## src/hw/irq_pkg.sv

```systemverilog
// Constants shared by the UART interrupt and status logic.
package irq_pkg;
	// ---------------------------------------------------------------
	// Register offsets on the host register port
	// ---------------------------------------------------------------
	localparam logic [3:0] OFS_HOLDING = 4'h0;
	localparam logic [3:0] OFS_IRQ_ENABLE = 4'h1;
	localparam logic [3:0] OFS_SOURCE_QUEUE = 4'h2;
	localparam logic [3:0] OFS_LINE_STATUS = 4'h5;
	localparam logic [3:0] OFS_MODEM_STATE = 4'h6;
	localparam logic [3:0] OFS_INPUT_STATE = 4'hb;
	// ---------------------------------------------------------------
	// Field positions and reset values
	// ---------------------------------------------------------------
	localparam int IEN_RX = 0;
	localparam int IEN_TX = 1;
	localparam int IEN_LINE = 2;
	localparam int IEN_MODEM = 3;
	localparam int IEN_XOFF = 5;
	localparam int IEN_RTS = 6;
	localparam int IEN_CTS = 7;
	localparam int QC_ENABLE = 0;
	localparam int QC_TX_TRIG_LO = 4;
	localparam int QC_RX_TRIG_LO = 6;
	localparam logic [7:0] IEN_RESET = 8'h00;
	localparam logic [7:0] IEN_LOW_MASK = 8'h0f;
	localparam logic [7:0] IEN_HIGH_MASK = 8'hf0;
	localparam logic [1:0] TRIG_RESET = 2'h0;
	// ---------------------------------------------------------------
	// Source codes, bits 5 to 0, in priority order
	// ---------------------------------------------------------------
	localparam logic [5:0] SRC_LINE = 6'h06;
	localparam logic [5:0] SRC_TIMEOUT = 6'h0c;
	localparam logic [5:0] SRC_RX_READY = 6'h04;
	localparam logic [5:0] SRC_TX_READY = 6'h02;
	localparam logic [5:0] SRC_MODEM = 6'h00;
	localparam logic [5:0] SRC_GPIO = 6'h30;
	localparam logic [5:0] SRC_XOFF = 6'h10;
	localparam logic [5:0] SRC_HANDSHAKE = 6'h20;
	localparam logic [5:0] SRC_NONE = 6'h01;
	// ---------------------------------------------------------------
	// FIFO sizes, trigger levels and timeout figures
	// ---------------------------------------------------------------
	localparam int FIFO_DEPTH = 64;
	localparam logic [6:0] FIFO_DEPTH_W = 7'h40;
	localparam logic [6:0] RX_TRIG_0 = 7'h08;
	localparam logic [6:0] RX_TRIG_1 = 7'h10;
	localparam logic [6:0] RX_TRIG_2 = 7'h38;
	localparam logic [6:0] RX_TRIG_3 = 7'h3c;
	localparam logic [6:0] TX_TRIG_0 = 7'h08;
	localparam logic [6:0] TX_TRIG_1 = 7'h10;
	localparam logic [6:0] TX_TRIG_2 = 7'h20;
	localparam logic [6:0] TX_TRIG_3 = 7'h38;
	localparam int TIMEOUT_CHARS = 4;
	localparam int TIMEOUT_EXTRA_BITS = 12;
	localparam int CHAR_BITS_DEFAULT = 10;
endpackage : irq_pkg

```

## src/hw/level_sync.sv

```systemverilog
// Two-flop synchroniser for a bundle of slow pin levels.
`timescale 1ns/10ps
module level_sync #(
	parameter int WIDTH = 1
) (
	input wire logic mclk, // System clock.
	input wire logic rst, // Asynchronous reset, active high.
	input wire logic ce, // Clock enable.
	input wire logic [WIDTH-1:0] pin_in, // Asynchronous levels.
	output logic [WIDTH-1:0] sync_out // Levels in the clock domain.
);
	logic [WIDTH-1:0] meta_ff;
	logic [WIDTH-1:0] sync_ff;

	// First stage feeds only the second stage.
	always_ff @(posedge mclk or posedge rst) begin
		if (rst) begin
			meta_ff <= '0;
			sync_ff <= '0;
		end else if (ce) begin
			meta_ff <= pin_in;
			sync_ff <= meta_ff;
		end
	end

	assign sync_out = sync_ff;
endmodule : level_sync

```

## src/hw/rx_idle_timer.sv

```systemverilog
// Receive idle timer that fires after four characters plus twelve bit times.
`timescale 1ns/10ps
module rx_idle_timer #(
	parameter int CHAR_BITS = irq_pkg::CHAR_BITS_DEFAULT
) (
	input wire logic mclk, // System clock.
	input wire logic rst, // Asynchronous reset, active high.
	input wire logic ce, // Clock enable.
	input wire logic bit_tick, // One pulse per bit time.
	input wire logic restart, // Character pushed or holding read.
	input wire logic rx_nonempty, // Receive queue holds data.
	output logic expire // One-cycle pulse on timeout.
);
	localparam int LIMIT = irq_pkg::TIMEOUT_CHARS * CHAR_BITS + irq_pkg::TIMEOUT_EXTRA_BITS;
	localparam logic [7:0] LIMIT_W = 8'(LIMIT);

	initial begin
		if (CHAR_BITS < 7 || CHAR_BITS > 12) $error("CHAR_BITS out of range");
	end

	logic [7:0] count_ff;
	logic fired_ff;

	// Counts bit times while data waits; fires once per idle period.
	always_ff @(posedge mclk or posedge rst) begin
		if (rst) begin
			count_ff <= 8'h00;
			fired_ff <= 1'b0;
		end else if (ce) begin
			if (restart || !rx_nonempty) begin
				count_ff <= 8'h00;
				fired_ff <= 1'b0;
			end else if (bit_tick && count_ff != LIMIT_W) begin
				count_ff <= count_ff + 8'h01;
			end else if (count_ff == LIMIT_W) begin
				fired_ff <= 1'b1;
			end
		end
	end

	assign expire = ce && rx_nonempty && !restart && !fired_ff && count_ff == LIMIT_W;
endmodule : rx_idle_timer

```

## src/hw/uart_irq_status.sv

```systemverilog
// Interrupt enable, priority, status and clearing logic of the UART.
// Functional notes
// - FIFO on and enables 0-3 clear gives polled mode via line status bits.
// - Line status bits: 0 data ready, 1 overrun, 4:2 head error, 5 holding empty.
// - Line status bit 6 needs queue and shifter empty; bit 7 any errored character.
// - Enable 0 raises receive ready on a held character or trigger level.
// - Enable 1 raises transmit ready on empty or spaces above trigger; immediate.
// - Enable 2 raises line interrupt from bits 1-4 or 7; held while 7 set.
// - Overrun interrupts as soon as the overflowing character arrives.
// - Bit 7 covers parity, framing, break; bits 4:2 describe readable character.
// - Enable 3 gates modem interrupt; all enables reset to zero.
// - Enable bits 7:4 writable only with enhanced functions enabled.
// - Rising request-to-send or clear-to-send during auto flow raises interrupt.
// - Source read returns only the highest pending source.
// - Source codes follow the fixed priority table.
// - Source bit 0 reads 0 when pending, 1 when idle and at reset.
// - Receive timeout after four characters plus twelve bits; holding read clears.
// - Transmit ready cleared by a source read that returns it, or by a holding write.
// - Line interrupt clears when no errored character; receive ready below trigger.
// - Modem deltas raise modem interrupt; modem read clears it and handshake.
// - A general input toggle interrupts; input state read clears it.
// - Source bit 4 flags Xoff or special character; Xon clears Xoff, source read clears special.
// - Source bit 5 flags handshake change; bits 7:6 show FIFO enable.
// - Queue control bit 0 enables FIFOs; other bits need it written as 1.
// - Trigger codes select 8/16/56/60 receive and 8/16/32/56 transmit.
`timescale 1ns/10ps
module uart_irq_status #(
	parameter int GPIO_W = 4,
	parameter int CHAR_BITS = irq_pkg::CHAR_BITS_DEFAULT
) (
	input wire logic mclk, // System clock, 125 MHz.
	input wire logic rst, // Asynchronous reset, active high.
	input wire logic ce, // Clock enable, freezes all state when low.
	input wire logic [3:0] reg_addr, // Register offset.
	input wire logic reg_wr, // Write strobe.
	input wire logic reg_rd, // Read strobe.
	input wire logic [7:0] reg_wdata, // Write data.
	output logic [7:0] reg_rdata, // Read data, one cycle after strobe.
	input wire logic enh_enable, // Enhanced functions enabled.
	input wire logic [6:0] rx_count, // Receive queue fill.
	input wire logic [6:0] tx_count, // Transmit queue fill.
	input wire logic rx_push, // Character entered receive queue.
	input wire logic rx_overrun, // Character lost to a full queue.
	input wire logic [2:0] rx_head_err, // Break, framing, parity of head.
	input wire logic rx_err_any, // Some queued character has an error.
	input wire logic tsr_empty, // Transmit shifter idle.
	input wire logic rs485_auto, // Auto direction control active.
	input wire logic bit_tick, // One pulse per bit time.
	input wire logic [3:0] modem_delta, // Modem status change bits.
	input wire logic [GPIO_W-1:0] gpio_pin, // General inputs, asynchronous.
	input wire logic cts_n_pin, // Clear-to-send pin, asynchronous.
	input wire logic rts_n_out, // Request-to-send as driven.
	input wire logic auto_rts, // Auto request-to-send flow on.
	input wire logic auto_cts, // Auto clear-to-send flow on.
	input wire logic xoff_match, // Xoff character detected.
	input wire logic xon_match, // Xon character detected.
	input wire logic special_match, // Special character detected.
	output logic fifo_en, // FIFOs enabled.
	output logic [6:0] rx_trig, // Receive trigger level.
	output logic [6:0] tx_trig, // Transmit trigger level.
	output logic sleep_en, // Sleep mode enable.
	output logic irq_n // Interrupt request, active low.
);
	initial begin
		if (GPIO_W < 1 || GPIO_W > 8) $error("GPIO_W out of range");
	end

	// -----------------------------------------------------------------
	// Helpers
	// -----------------------------------------------------------------
	// Trigger level lookup for either queue.
	function automatic logic [6:0] trig_level(input logic [1:0] code, input logic is_rx);
		case (code)
			2'h0: trig_level = is_rx ? irq_pkg::RX_TRIG_0 : irq_pkg::TX_TRIG_0;
			2'h1: trig_level = is_rx ? irq_pkg::RX_TRIG_1 : irq_pkg::TX_TRIG_1;
			2'h2: trig_level = is_rx ? irq_pkg::RX_TRIG_2 : irq_pkg::TX_TRIG_2;
			default: trig_level = is_rx ? irq_pkg::RX_TRIG_3 : irq_pkg::TX_TRIG_3;
		endcase
	endfunction : trig_level

	// Register strobe decode.
	function automatic logic hit(input logic strobe, input logic [3:0] a, input logic [3:0] ofs);
		hit = ce && strobe && a == ofs;
	endfunction : hit

	logic wr_ien, wr_qc, wr_hold, rd_hold, rd_src, rd_line, rd_modem, rd_input;
	assign wr_ien = hit(reg_wr, reg_addr, irq_pkg::OFS_IRQ_ENABLE);
	assign wr_qc = hit(reg_wr, reg_addr, irq_pkg::OFS_SOURCE_QUEUE);
	assign wr_hold = hit(reg_wr, reg_addr, irq_pkg::OFS_HOLDING);
	assign rd_hold = hit(reg_rd, reg_addr, irq_pkg::OFS_HOLDING);
	assign rd_src = hit(reg_rd, reg_addr, irq_pkg::OFS_SOURCE_QUEUE);
	assign rd_line = hit(reg_rd, reg_addr, irq_pkg::OFS_LINE_STATUS);
	assign rd_modem = hit(reg_rd, reg_addr, irq_pkg::OFS_MODEM_STATE);
	assign rd_input = hit(reg_rd, reg_addr, irq_pkg::OFS_INPUT_STATE);

	// -----------------------------------------------------------------
	// Control registers
	// -----------------------------------------------------------------
	logic [7:0] irq_enable_reg_ff;
	logic fifo_en_ff;
	logic [1:0] rx_code_ff, tx_code_ff;

	// Enable register; upper half held unless enhanced functions are on.
	always_ff @(posedge mclk or posedge rst) begin
		if (rst) begin
			irq_enable_reg_ff <= irq_pkg::IEN_RESET;
		end else if (wr_ien) begin
			irq_enable_reg_ff <= (reg_wdata & irq_pkg::IEN_LOW_MASK) |
				((enh_enable ? reg_wdata : irq_enable_reg_ff) & irq_pkg::IEN_HIGH_MASK);
		end
	end

	// Queue control: other bits only taken with the enable bit written as 1.
	always_ff @(posedge mclk or posedge rst) begin
		if (rst) begin
			fifo_en_ff <= 1'b0;
			rx_code_ff <= irq_pkg::TRIG_RESET;
			tx_code_ff <= irq_pkg::TRIG_RESET;
		end else if (wr_qc) begin
			fifo_en_ff <= reg_wdata[irq_pkg::QC_ENABLE];
			if (reg_wdata[irq_pkg::QC_ENABLE]) begin
				rx_code_ff <= reg_wdata[irq_pkg::QC_RX_TRIG_LO +: 2];
				if (enh_enable) begin
					tx_code_ff <= reg_wdata[irq_pkg::QC_TX_TRIG_LO +: 2];
				end
			end
		end
	end

	assign fifo_en = fifo_en_ff;
	assign rx_trig = trig_level(rx_code_ff, 1'b1);
	assign tx_trig = trig_level(tx_code_ff, 1'b0);
	assign sleep_en = irq_enable_reg_ff[4];

	// -----------------------------------------------------------------
	// Pin synchronisers and timeout timer
	// -----------------------------------------------------------------
	logic [GPIO_W-1:0] gpio_s;
	logic cts_n_s, timeout_pulse;
	level_sync #(.WIDTH(GPIO_W + 1)) u_sync (
		.mclk(mclk),
		.rst(rst),
		.ce(ce),
		.pin_in({cts_n_pin, gpio_pin}),
		.sync_out({cts_n_s, gpio_s})
	);

	rx_idle_timer #(.CHAR_BITS(CHAR_BITS)) u_timer (
		.mclk(mclk),
		.rst(rst),
		.ce(ce),
		.bit_tick(bit_tick),
		.restart(rx_push || rd_hold),
		.rx_nonempty(rx_count != 7'h00),
		.expire(timeout_pulse)
	);

	// -----------------------------------------------------------------
	// Status conditions
	// -----------------------------------------------------------------
	logic rx_ready, tx_cond;
	logic [7:0] line_status;
	logic overrun_ff;
	// Ready conditions differ between FIFO and single-character mode.
	assign rx_ready = fifo_en_ff ? (rx_count >= rx_trig) : (rx_count != 7'h00);
	assign tx_cond = (fifo_en_ff ? ((irq_pkg::FIFO_DEPTH_W - tx_count) > tx_trig
		|| tx_count == 7'h00) : (tx_count == 7'h00))
		|| (rs485_auto && tx_count == 7'h00 && tsr_empty);
	// Line status snapshot used for polling and the line interrupt.
	assign line_status = {rx_err_any, (tx_count == 7'h00) && tsr_empty, tx_count == 7'h00,
		rx_head_err, overrun_ff, rx_count != 7'h00};

	// Overrun is caught the cycle the character is lost; set beats clear.
	always_ff @(posedge mclk or posedge rst) begin
		if (rst) begin
			overrun_ff <= 1'b0;
		end else if (ce) begin
			overrun_ff <= rx_overrun || (overrun_ff && !rd_line);
		end
	end

	// -----------------------------------------------------------------
	// Sticky event flags
	// -----------------------------------------------------------------
	logic tx_cond_ff, tx_en_ff, cts_n_ff, rts_n_ff;
	logic [GPIO_W-1:0] gpio_ff;
	logic tx_flag_ff, to_flag_ff, modem_flag_ff, gpio_flag_ff;
	logic xoff_flag_ff, spec_flag_ff, hs_flag_ff;
	logic [5:0] src_code;
	logic tx_set, hs_set;

	assign tx_set = (tx_cond && !tx_cond_ff)
		|| (tx_cond && irq_enable_reg_ff[irq_pkg::IEN_TX] && !tx_en_ff);
	assign hs_set = (auto_rts && irq_enable_reg_ff[irq_pkg::IEN_RTS] && rts_n_out && !rts_n_ff)
		|| (auto_cts && irq_enable_reg_ff[irq_pkg::IEN_CTS] && cts_n_s && !cts_n_ff);

	// Edge detector history.
	always_ff @(posedge mclk or posedge rst) begin
		if (rst) begin
			tx_cond_ff <= 1'b0;
			tx_en_ff <= 1'b0;
			cts_n_ff <= 1'b0;
			rts_n_ff <= 1'b0;
			gpio_ff <= '0;
		end else if (ce) begin
			tx_cond_ff <= tx_cond;
			tx_en_ff <= irq_enable_reg_ff[irq_pkg::IEN_TX];
			cts_n_ff <= cts_n_s;
			rts_n_ff <= rts_n_out;
			gpio_ff <= gpio_s;
		end
	end

	// Event flags; in every case but the timeout, which a holding read suppresses, a new event wins over a same-cycle clear.
	always_ff @(posedge mclk or posedge rst) begin
		if (rst) begin
			tx_flag_ff <= 1'b0;
			to_flag_ff <= 1'b0;
			modem_flag_ff <= 1'b0;
			gpio_flag_ff <= 1'b0;
			xoff_flag_ff <= 1'b0;
			spec_flag_ff <= 1'b0;
			hs_flag_ff <= 1'b0;
		end else if (ce) begin
			tx_flag_ff <= tx_set || (tx_flag_ff && tx_cond && !wr_hold
				&& !(rd_src && src_code == irq_pkg::SRC_TX_READY));
			to_flag_ff <= timeout_pulse || (to_flag_ff && !rd_hold);
			modem_flag_ff <= (modem_delta != 4'h0) || (modem_flag_ff && !rd_modem);
			gpio_flag_ff <= (gpio_s != gpio_ff) || (gpio_flag_ff && !rd_input);
			xoff_flag_ff <= xoff_match || (xoff_flag_ff && !xon_match);
			spec_flag_ff <= special_match || (spec_flag_ff && !rd_src);
			hs_flag_ff <= hs_set || (hs_flag_ff && !rd_modem);
		end
	end

	// -----------------------------------------------------------------
	// Priority encoder
	// -----------------------------------------------------------------
	logic line_pend, to_pend, rx_pend, tx_pend, modem_pend;
	logic gpio_pend, xoff_pend, hs_pend;
	assign line_pend = irq_enable_reg_ff[irq_pkg::IEN_LINE]
		&& (line_status[1] || line_status[4:2] != 3'h0 || line_status[7]);
	assign to_pend = irq_enable_reg_ff[irq_pkg::IEN_RX] && to_flag_ff;
	assign rx_pend = irq_enable_reg_ff[irq_pkg::IEN_RX] && rx_ready;
	assign tx_pend = irq_enable_reg_ff[irq_pkg::IEN_TX] && tx_flag_ff;
	assign modem_pend = irq_enable_reg_ff[irq_pkg::IEN_MODEM] && modem_flag_ff;
	assign gpio_pend = gpio_flag_ff;
	assign xoff_pend = enh_enable && irq_enable_reg_ff[irq_pkg::IEN_XOFF]
		&& (xoff_flag_ff || spec_flag_ff);
	assign hs_pend = enh_enable && hs_flag_ff
		&& (irq_enable_reg_ff[irq_pkg::IEN_RTS] || irq_enable_reg_ff[irq_pkg::IEN_CTS]);

	// Highest pending source only; the rest stay queued behind it, except the special-character flag, which any source read clears.
	always_comb begin
		if (line_pend) src_code = irq_pkg::SRC_LINE;
		else if (to_pend) src_code = irq_pkg::SRC_TIMEOUT;
		else if (rx_pend) src_code = irq_pkg::SRC_RX_READY;
		else if (tx_pend) src_code = irq_pkg::SRC_TX_READY;
		else if (modem_pend) src_code = irq_pkg::SRC_MODEM;
		else if (gpio_pend) src_code = irq_pkg::SRC_GPIO;
		else if (xoff_pend) src_code = irq_pkg::SRC_XOFF;
		else if (hs_pend) src_code = irq_pkg::SRC_HANDSHAKE;
		else src_code = irq_pkg::SRC_NONE;
	end

	// -----------------------------------------------------------------
	// Read data and request output
	// -----------------------------------------------------------------
	logic [7:0] rdata_ff;
	logic irq_n_ff;

	// Read data registered; unmapped offsets read as zero.
	always_ff @(posedge mclk or posedge rst) begin
		if (rst) begin
			rdata_ff <= 8'h00;
		end else if (ce && reg_rd) begin
			case (reg_addr)
				irq_pkg::OFS_IRQ_ENABLE: rdata_ff <= irq_enable_reg_ff;
				irq_pkg::OFS_SOURCE_QUEUE: rdata_ff <= {{2{fifo_en_ff}}, src_code};
				irq_pkg::OFS_LINE_STATUS: rdata_ff <= line_status;
				irq_pkg::OFS_INPUT_STATE: rdata_ff <= 8'(gpio_s);
				default: rdata_ff <= 8'h00;
			endcase
		end
	end

	// Request follows source bit 0, one cycle behind.
	always_ff @(posedge mclk or posedge rst) begin
		if (rst) begin
			irq_n_ff <= 1'b1;
		end else if (ce) begin
			irq_n_ff <= src_code[0];
		end
	end

	assign reg_rdata = rdata_ff;
	assign irq_n = irq_n_ff;
endmodule : uart_irq_status

```

## config.mk

```make
export PLATFORM = sky130hd
export DESIGN_NAME = uart_irq_status
export DESIGN_NICKNAME = d
export VERILOG_FILES = /design/src/hw/irq_pkg.sv /design/src/hw/level_sync.sv /design/src/hw/rx_idle_timer.sv /design/src/hw/uart_irq_status.sv
export SDC_FILE = /design/constraint.sdc
export NUM_CORES = 1
export LEC_CHECK = 0
export ABC_CLOCK_PERIOD_IN_PS = 2000
export BUFFER_PORTS_ARGS = -buffer_cell sky130_fd_sc_hd__buf_2
export CORE_MARGIN = 2
export CORE_UTILIZATION = 48
export CTS_BUF_LIST = sky130_fd_sc_hd__clkbuf_4 sky130_fd_sc_hd__clkbuf_8 sky130_fd_sc_hd__clkbuf_16
export DETAILED_ROUTE_END_ITERATION = 7
export PLACE_DENSITY = 0.86
export RECOVER_POWER = 25
export SLEW_MARGIN = 10
export SYNTH_ARGS = -nofsm -noshare
export SYNTH_HDL_FRONTEND = slang
export SYNTH_HIERARCHICAL = 1
export SYNTH_SLANG_ARGS = --single-unit
```

## constraint.sdc

```tcl
create_clock -name mclk -period 2 [get_ports mclk]
set_clock_uncertainty 0.1 [all_clocks]
set_input_delay 0.4 -clock mclk [delete_from_list [all_inputs] [get_ports mclk]]
set_output_delay 0.4 -clock mclk [all_outputs]
set_load 0.05 [all_outputs]
```

==> results of run 1 <==
layer usage:
metal  part of all wire  up-vias  routed length (µm)  GRT usage
met5                  0        -                   0          0
met4              0.015        0                 120     0.0795
met3              0.050        8                 400     0.0578
met2               0.50       94                4020      0.380
met1               0.44     1344                3500      0.277
li1                   -     1309                   -          -
area by class of cell:
class                           count  area share
Antenna cell                        1    0.000593
Clock buffer                       12      0.0376
Clock inverter                      3     0.00948
Inverter                           21      0.0193
Multi-Input combinational cell    218       0.428
Sequential cell                    57       0.338
Tap cell                           80      0.0237
Timing Repair Buffer              101       0.143
cell families (layout without fill, tap and decap cells):
| group | count (synthesis) | in the layout | synth area share |
|---|---|---|---|
| simple gates | 93 | 93 | 0.177 |
| fa+ha+maj | 12 | 12 | 0.0455 |
| buf+inv | 36 | 137 | 0.0587 |
| other cells | 1 | 8 | 0.00114 |
| xor+xnor | 8 | 8 | 0.0212 |
| compound gates | 70 | 70 | 0.153 |
| flops | 57 | 57 | 0.432 |
| mux | 28 | 28 | 0.111 |
synth_stat cells (all sizes together) (6+ instances only):
master,n,area share
o21ai,17,0.027
buf,10,0.026
dfrtp,56,0.42
a22o,8,0.021
inv,21,0.024
nand3,6,0.0091
a21oi,11,0.018
nand2,32,0.039
xnor2,8,0.021
nand4,6,0.018
ha,12,0.045
mux2,28,0.11
nand2b,7,0.016
nor2,15,0.019
registers in the layout (all words and copies together) (netlist names), 2 cells and up, named ones only:
register	flops
tx_code_ff	2
rx_code_ff	2
reg_rdata	8
u_timer/count_ff	8
gpio_ff	4
irq_enable_reg_ff	4
u_sync/sync_out	5
u_sync/meta_ff	5
worst max-delay path by stage:
stage                               from                endpoint
4_1_cts        rx_code_ff[1]$_DFFE_PP0P_  tx_flag_ff$_DFFE_PP0P_
6_report       rx_code_ff[1]$_DFFE_PP0P_  tx_flag_ff$_DFFE_PP0P_
5_1_grt        rx_code_ff[1]$_DFFE_PP0P_  tx_flag_ff$_DFFE_PP0P_
2_1_floorplan                tx_count[1]  tx_flag_ff$_DFFE_PP0P_
3_3_place_gp                 tx_count[1]  tx_flag_ff$_DFFE_PP0P_
3_5_place_dp                 tx_count[1]  tx_flag_ff$_DFFE_PP0P_
repair_timing:
item | 4_1_cts | 5_1_grt
buffers inserted | 4 | 0
hold endpoints to repair | 19 | 0
pin swaps | 12 | 10
cloned | 0 | 0
hold buffers | 1 | 0
endpoints found under the setup margin | 6 | 8
resized for setup | 6 | 14
power breakdown:
group	switching (mW)	internal [mW]
clock network	0.441	0.646
logic	0.441	0.366
registers	0.126	1.28
critical path, stage by stage (launching register included):
cell and delay [ns]:
dfrtp_1 0.40, and2_4 0.18, ha_4 0.21, a2111oi_2 0.34
o21a_1 0.25, o2111ai_1 0.12, a32oi_1 0.23, o22ai_1 0.09
==> results.json, run 1 <==
{
  "status": "finished with violations",
  "violations": "setup timing",
  "hold_depth": 3,
  "nFillCells": 528,
  "multi_input_area_mm2": 0.00181,
  "dr.pass1.iters": 4,
  "cp_max_fo": 3,
  "numCtsBuffers": 9,
  "min_path_type": "primary input to flop",
  "start_kind": "flop",
  "place_inst": 472,
  "syn_area_mm2": 0.00330,
  "drtIter0Drc": 219,
  "totalPowerFinal_mw": 3.30,
  "p_leak_nw": 2.05,
  "power_density_mw_per_mm2": 782,
  "grt_pass1_wl_um": 12900,
  "areaGrowthSynthToFinish_pct": 27.8,
  "place_congestion": 0.885,
  "peakVddDrop_v": 0.000528,
  "grt_max_degree": 44,
  "grt-ovfl-total": 0,
  "min_from": "reg_wdata[1]",
  "vias": 2755,
  "setup_ws_ns": -0.0386,
  "path_clk_slew_ns": 0.06,
  "synth_flop_cell": "dfrtp_1",
  "cts_tree": "built",
  "crit_required_ns": 2.11,
  "regArea_mm2": 0.00143,
  "dp_slack_ns": -0.363,
  "syn_inst": 305,
  "rrSetupSlack_ns": -0.04,
  "die-area_mm2": 0.00756,
  "stdcell_count": 493,
  "hold_violations": 0,
  "worst_slew_margin_rel": 0.666,
  "end_kind": "flop",
  "fin_crit_sh": 1.02,
  "clock_sinks": 57,
  "finish.instance_area_mm2": 0.00422,
  "clk_latency_ns": 0.34,
  "worst-setup-path-type": "flop to flop",
  "synth_cell_types": 72,
  "layout_common_cells": "buf_2 (69), dfrtp_1 (56), nand2_1 (30), buf_4 (26), inv_1 (19)",
  "rr_endpoint": "tx_flag_ff$_DFFE_PP0P_",
  "pin_count": 81,
  "row_count": 30,
  "critPathArrivalTime_ns": 2.15,
  "dpl-instance-area_mm2": 0.00389,
  "max_cap_viol_count": 0,
  "dpl.hpwl_um": 5920,
  "track_usage": 0.224,
  "synth-seq-cells": 57,
  "layout-drive-gt1-share": 0.437,
  "synthArstFlopShare": 1.00,
  "fmax_mhz": 491,
  "finalCriticalPeriod_ns": 2.04,
  "synth_edf_count": 0,
  "mostFrequentLayoutCell": "buf_2",
  "min_to": "irq_enable_reg_ff[1]$_DFFE_PP0P_",
  "slew_violations": 0,
  "syn_area_per_cell_um2": 10.8,
  "cts_root_buf": "clkbuf_8",
  "final_util": 0.628,
  "yosysSeqAreaShare": 0.432,
  "cts_buffer_depth": 2,
  "rr_startpoint": "rx_code_ff[1]$_DFFE_PP0P_",
  "holdWs_ns": 0.178,
  "drtAntennaViolNets": 0,
  "final_nets": 476,
  "wl_per_cell_um": 16.3,
  "dieWidth_um": 87.0,
  "worst_pin_slew_ns": 0.501,
  "grt_setup_unrepaired": "yes",
  "port_buffers": 72,
  "grt_pass1_vias": 2692,
  "die_y_um": 87.0,
  "ctsHtreeMaxLevel": 3,
  "antenna_found_initial": 1,
  "start_util": 0.492,
  "setup_violations": 1,
  "ys_warn_count": 6,
  "r2r_cells": 7,
  "setup_tns_ns": -0.0386,
  "routed_via_density": 5.59,
  "routed_wl_um": 8040,
  "drc": 0,
  "core_mm2": 0.00672
}
No activity file was read; power rests on OpenSTA's default activity.
==> inputs of run 2 (changes only) <==
ABC_CLOCK_PERIOD_IN_PS = 2110   (was 2000)
CELL_PAD_IN_SITES_DETAIL_PLACEMENT = 1   (was not set)
CELL_PAD_IN_SITES_GLOBAL_PLACEMENT = 1   (was not set)
CORE_UTILIZATION = 41   (was 48)
PLACE_DENSITY = 0.89   (was 0.86)
clock period = 2.11 ns   (was 2 ns; I/O delays follow)
==> run 2 against run 1 <==
Effect of this change: the run now ends clean; largest power group unchanged; core utilization fell by 9.0 points; wire length rose by 17%; critical path type unchanged; sequential cell count unchanged; final cell count up 3.9%; global-route usage fell by 0.057 points; critical path depth stayed put; via count is 3.6% higher; combinational power shrank 7.7%; total power decreased by 5.6%.
==> results.json, run 2 (synthesis gave the netlist of run 1 again) <==
{
  "critPathArrivalTime_ns": 2.14,
  "met1_usage": 0.267,
  "place_congestion": 0.851,
  "cts_root_buf": "clkbuf_8",
  "routed_wl_um": 9410,
  "grt_pass1_wl_um": 15300,
  "clock_sinks": 57,
  "layout-drive-gt1-share": 0.424,
  "final_nets": 473,
  "wl_per_cell_um": 18.4,
  "cp_max_fo": 4,
  "die_y_um": 93.8,
  "die-area_mm2": 0.00879,
  "drc": 0,
  "layout_common_cells": "buf_2 (71), dfrtp_1 (55), nand2_1 (30), buf_4 (23), inv_1 (19)",
  "max_cap_viol_count": 0,
  "status": "finished, final reports clean",
  "grt.busiest_layer": "met2",
  "finalCriticalPeriod_ns": 2.03,
  "worst_pin_slew_ns": 0.503,
  "pin_count": 81,
  "grt_max_degree": 39,
  "met2_usage": 0.408,
  "ctsHtreeMaxLevel": 3,
  "dieWidth_um": 93.8,
  "setup_violations": 0,
  "areaGrowthSynthToFinish_pct": 26.5,
  "cts_tree": "built",
  "dp_slack_ns": -0.313,
  "cts_buffer_depth": 2,
  "port_buffers": 72,
  "dr.pass1.iters": 6,
  "hold_violations": 0,
  "diodes": 0,
  "numCtsBuffers": 9,
  "grt-ovfl-total": 0,
  "dpl.hpwl_um": 7030,
  "peakVddDrop_v": 0.000349,
  "p_leak_nw": 2.02,
  "hold_depth": 3,
  "row_count": 32,
  "setup_ws_ns": 0.0840,
  "grtUsageMet3": 0.0369,
  "routed_via_density": 5.58,
  "r2r_cells": 7,
  "clk_latency_ns": 0.34,
  "min_path_type": "primary input to flop",
  "path_clk_slew_ns": 0.07,
  "holdWs_ns": 0.210,
  "place_inst": 491,
  "antenna_found_initial": 0,
  "fmax_mhz": 494,
  "power_density_mw_per_mm2": 746,
  "fin_crit_sh": 0.960,
  "core_mm2": 0.00777,
  "grt_setup_unrepaired": "yes",
  "slew_violations": 0,
  "track_usage": 0.224,
  "vias": 2855,
  "drtIter0Drc": 149,
  "end_kind": "flop",
  "crit_required_ns": 2.22,
  "mostFrequentLayoutCell": "buf_2",
  "drtAntennaViolNets": 0,
  "grt_pass1_vias": 3112,
  "worst_slew_margin_rel": 0.665,
  "worst-setup-path-type": "flop to flop",
  "stdcell_count": 512,
  "start_util": 0.425,
  "start_kind": "flop"
}
run 2: cell types whose count changed in the layout (fill, tap and decap cells not counted), sizes merged:
cell,previous run,this run
buf,98,95
clkinv,2,3
diode,1,0
run 2: path summary, 6_finish.rpt:
path	startpoint	slack [ns]	end
min in group asynchronous	rst	0.52	u_timer/count_ff[5]$_DFFE_PP0P_
worst max-delay path	rx_code_ff[1]$_DFFE_PP0P_	0.08	tx_flag_ff$_DFFE_PP0P_
worst max register to register	rx_code_ff[1]$_DFFE_PP0P_	0.08	tx_flag_ff$_DFFE_PP0P_
worst min register to register	rts_n_ff$_DFFE_PP0P_	0.40	rts_n_ff$_DFFE_PP0P_
max in group asynchronous	rst	0.85	rx_code_ff[1]$_DFFE_PP0P_
worst min-delay path	reg_wdata[6]	0.21	rx_code_ff[0]$_DFFE_PP0P_
run 2: critical path, cell delays in order (launching register included):
cell and delay, ns:
dfrtp_2 0.45, and2_4 0.16, ha_4 0.22, a2111oi_4 0.32, o21a_2 0.21, o2111ai_2 0.11
a32oi_1 0.25, o22ai_1 0.09
run 2: metal layers:
layer,wire (µm),vias up
met5,0,-
met3,474,13
met4,148,0
li1,-,1301
met2,4950,96
met1,3840,1445
run 2: report_power, final:
| part | internal, mW | total, mW | switching (mW) | leakage, nW |
|---|---|---|---|---|
| registers | 1.22 | 1.35 | 0.136 | 0.709 |
| logic | 0.331 | 0.745 | 0.414 | 1.20 |
| clock network | 0.579 | 1.02 | 0.440 | 0.104 |
| total | 2.13 | 3.12 | 0.990 | 2.02 |
run 2: layout make-up:
class	count	area, µm²
clock buffer	12	146
clock inverter	4	45.0
fill	896	3590
inverter	21	78.8
multi-input combinational	218	1800
sequential	57	1430
tap	102	128
timing repair buffer	98	557
run 2: timing repair:
action                                 CTS  global route
hold buffers                             1             0
endpoints found under the hold margin   19             0
setup endpoints to repair                6             7
gates resized for setup                  6            12
setup buffers                            2             2
pin swaps                                6             4
run 2: per-stage QoR:
step / setup TNS (ns) / cell area, µm² / power, mW / util
2_1_floorplan: -0.0635 / 3340 / 1.81 / -
3_3_place_gp: -0.380 / 3870 / 2.01 / 0.498
3_5_place_dp: -0.670 / 3870 / 2.05 / 0.498
4_1_cts: 0 / 4120 / 3.09 / 0.531
5_1_grt: -0.00669 / 4180 / 3.25 / 0.538
6_report: 0 / 4180 / 3.12 / 0.538
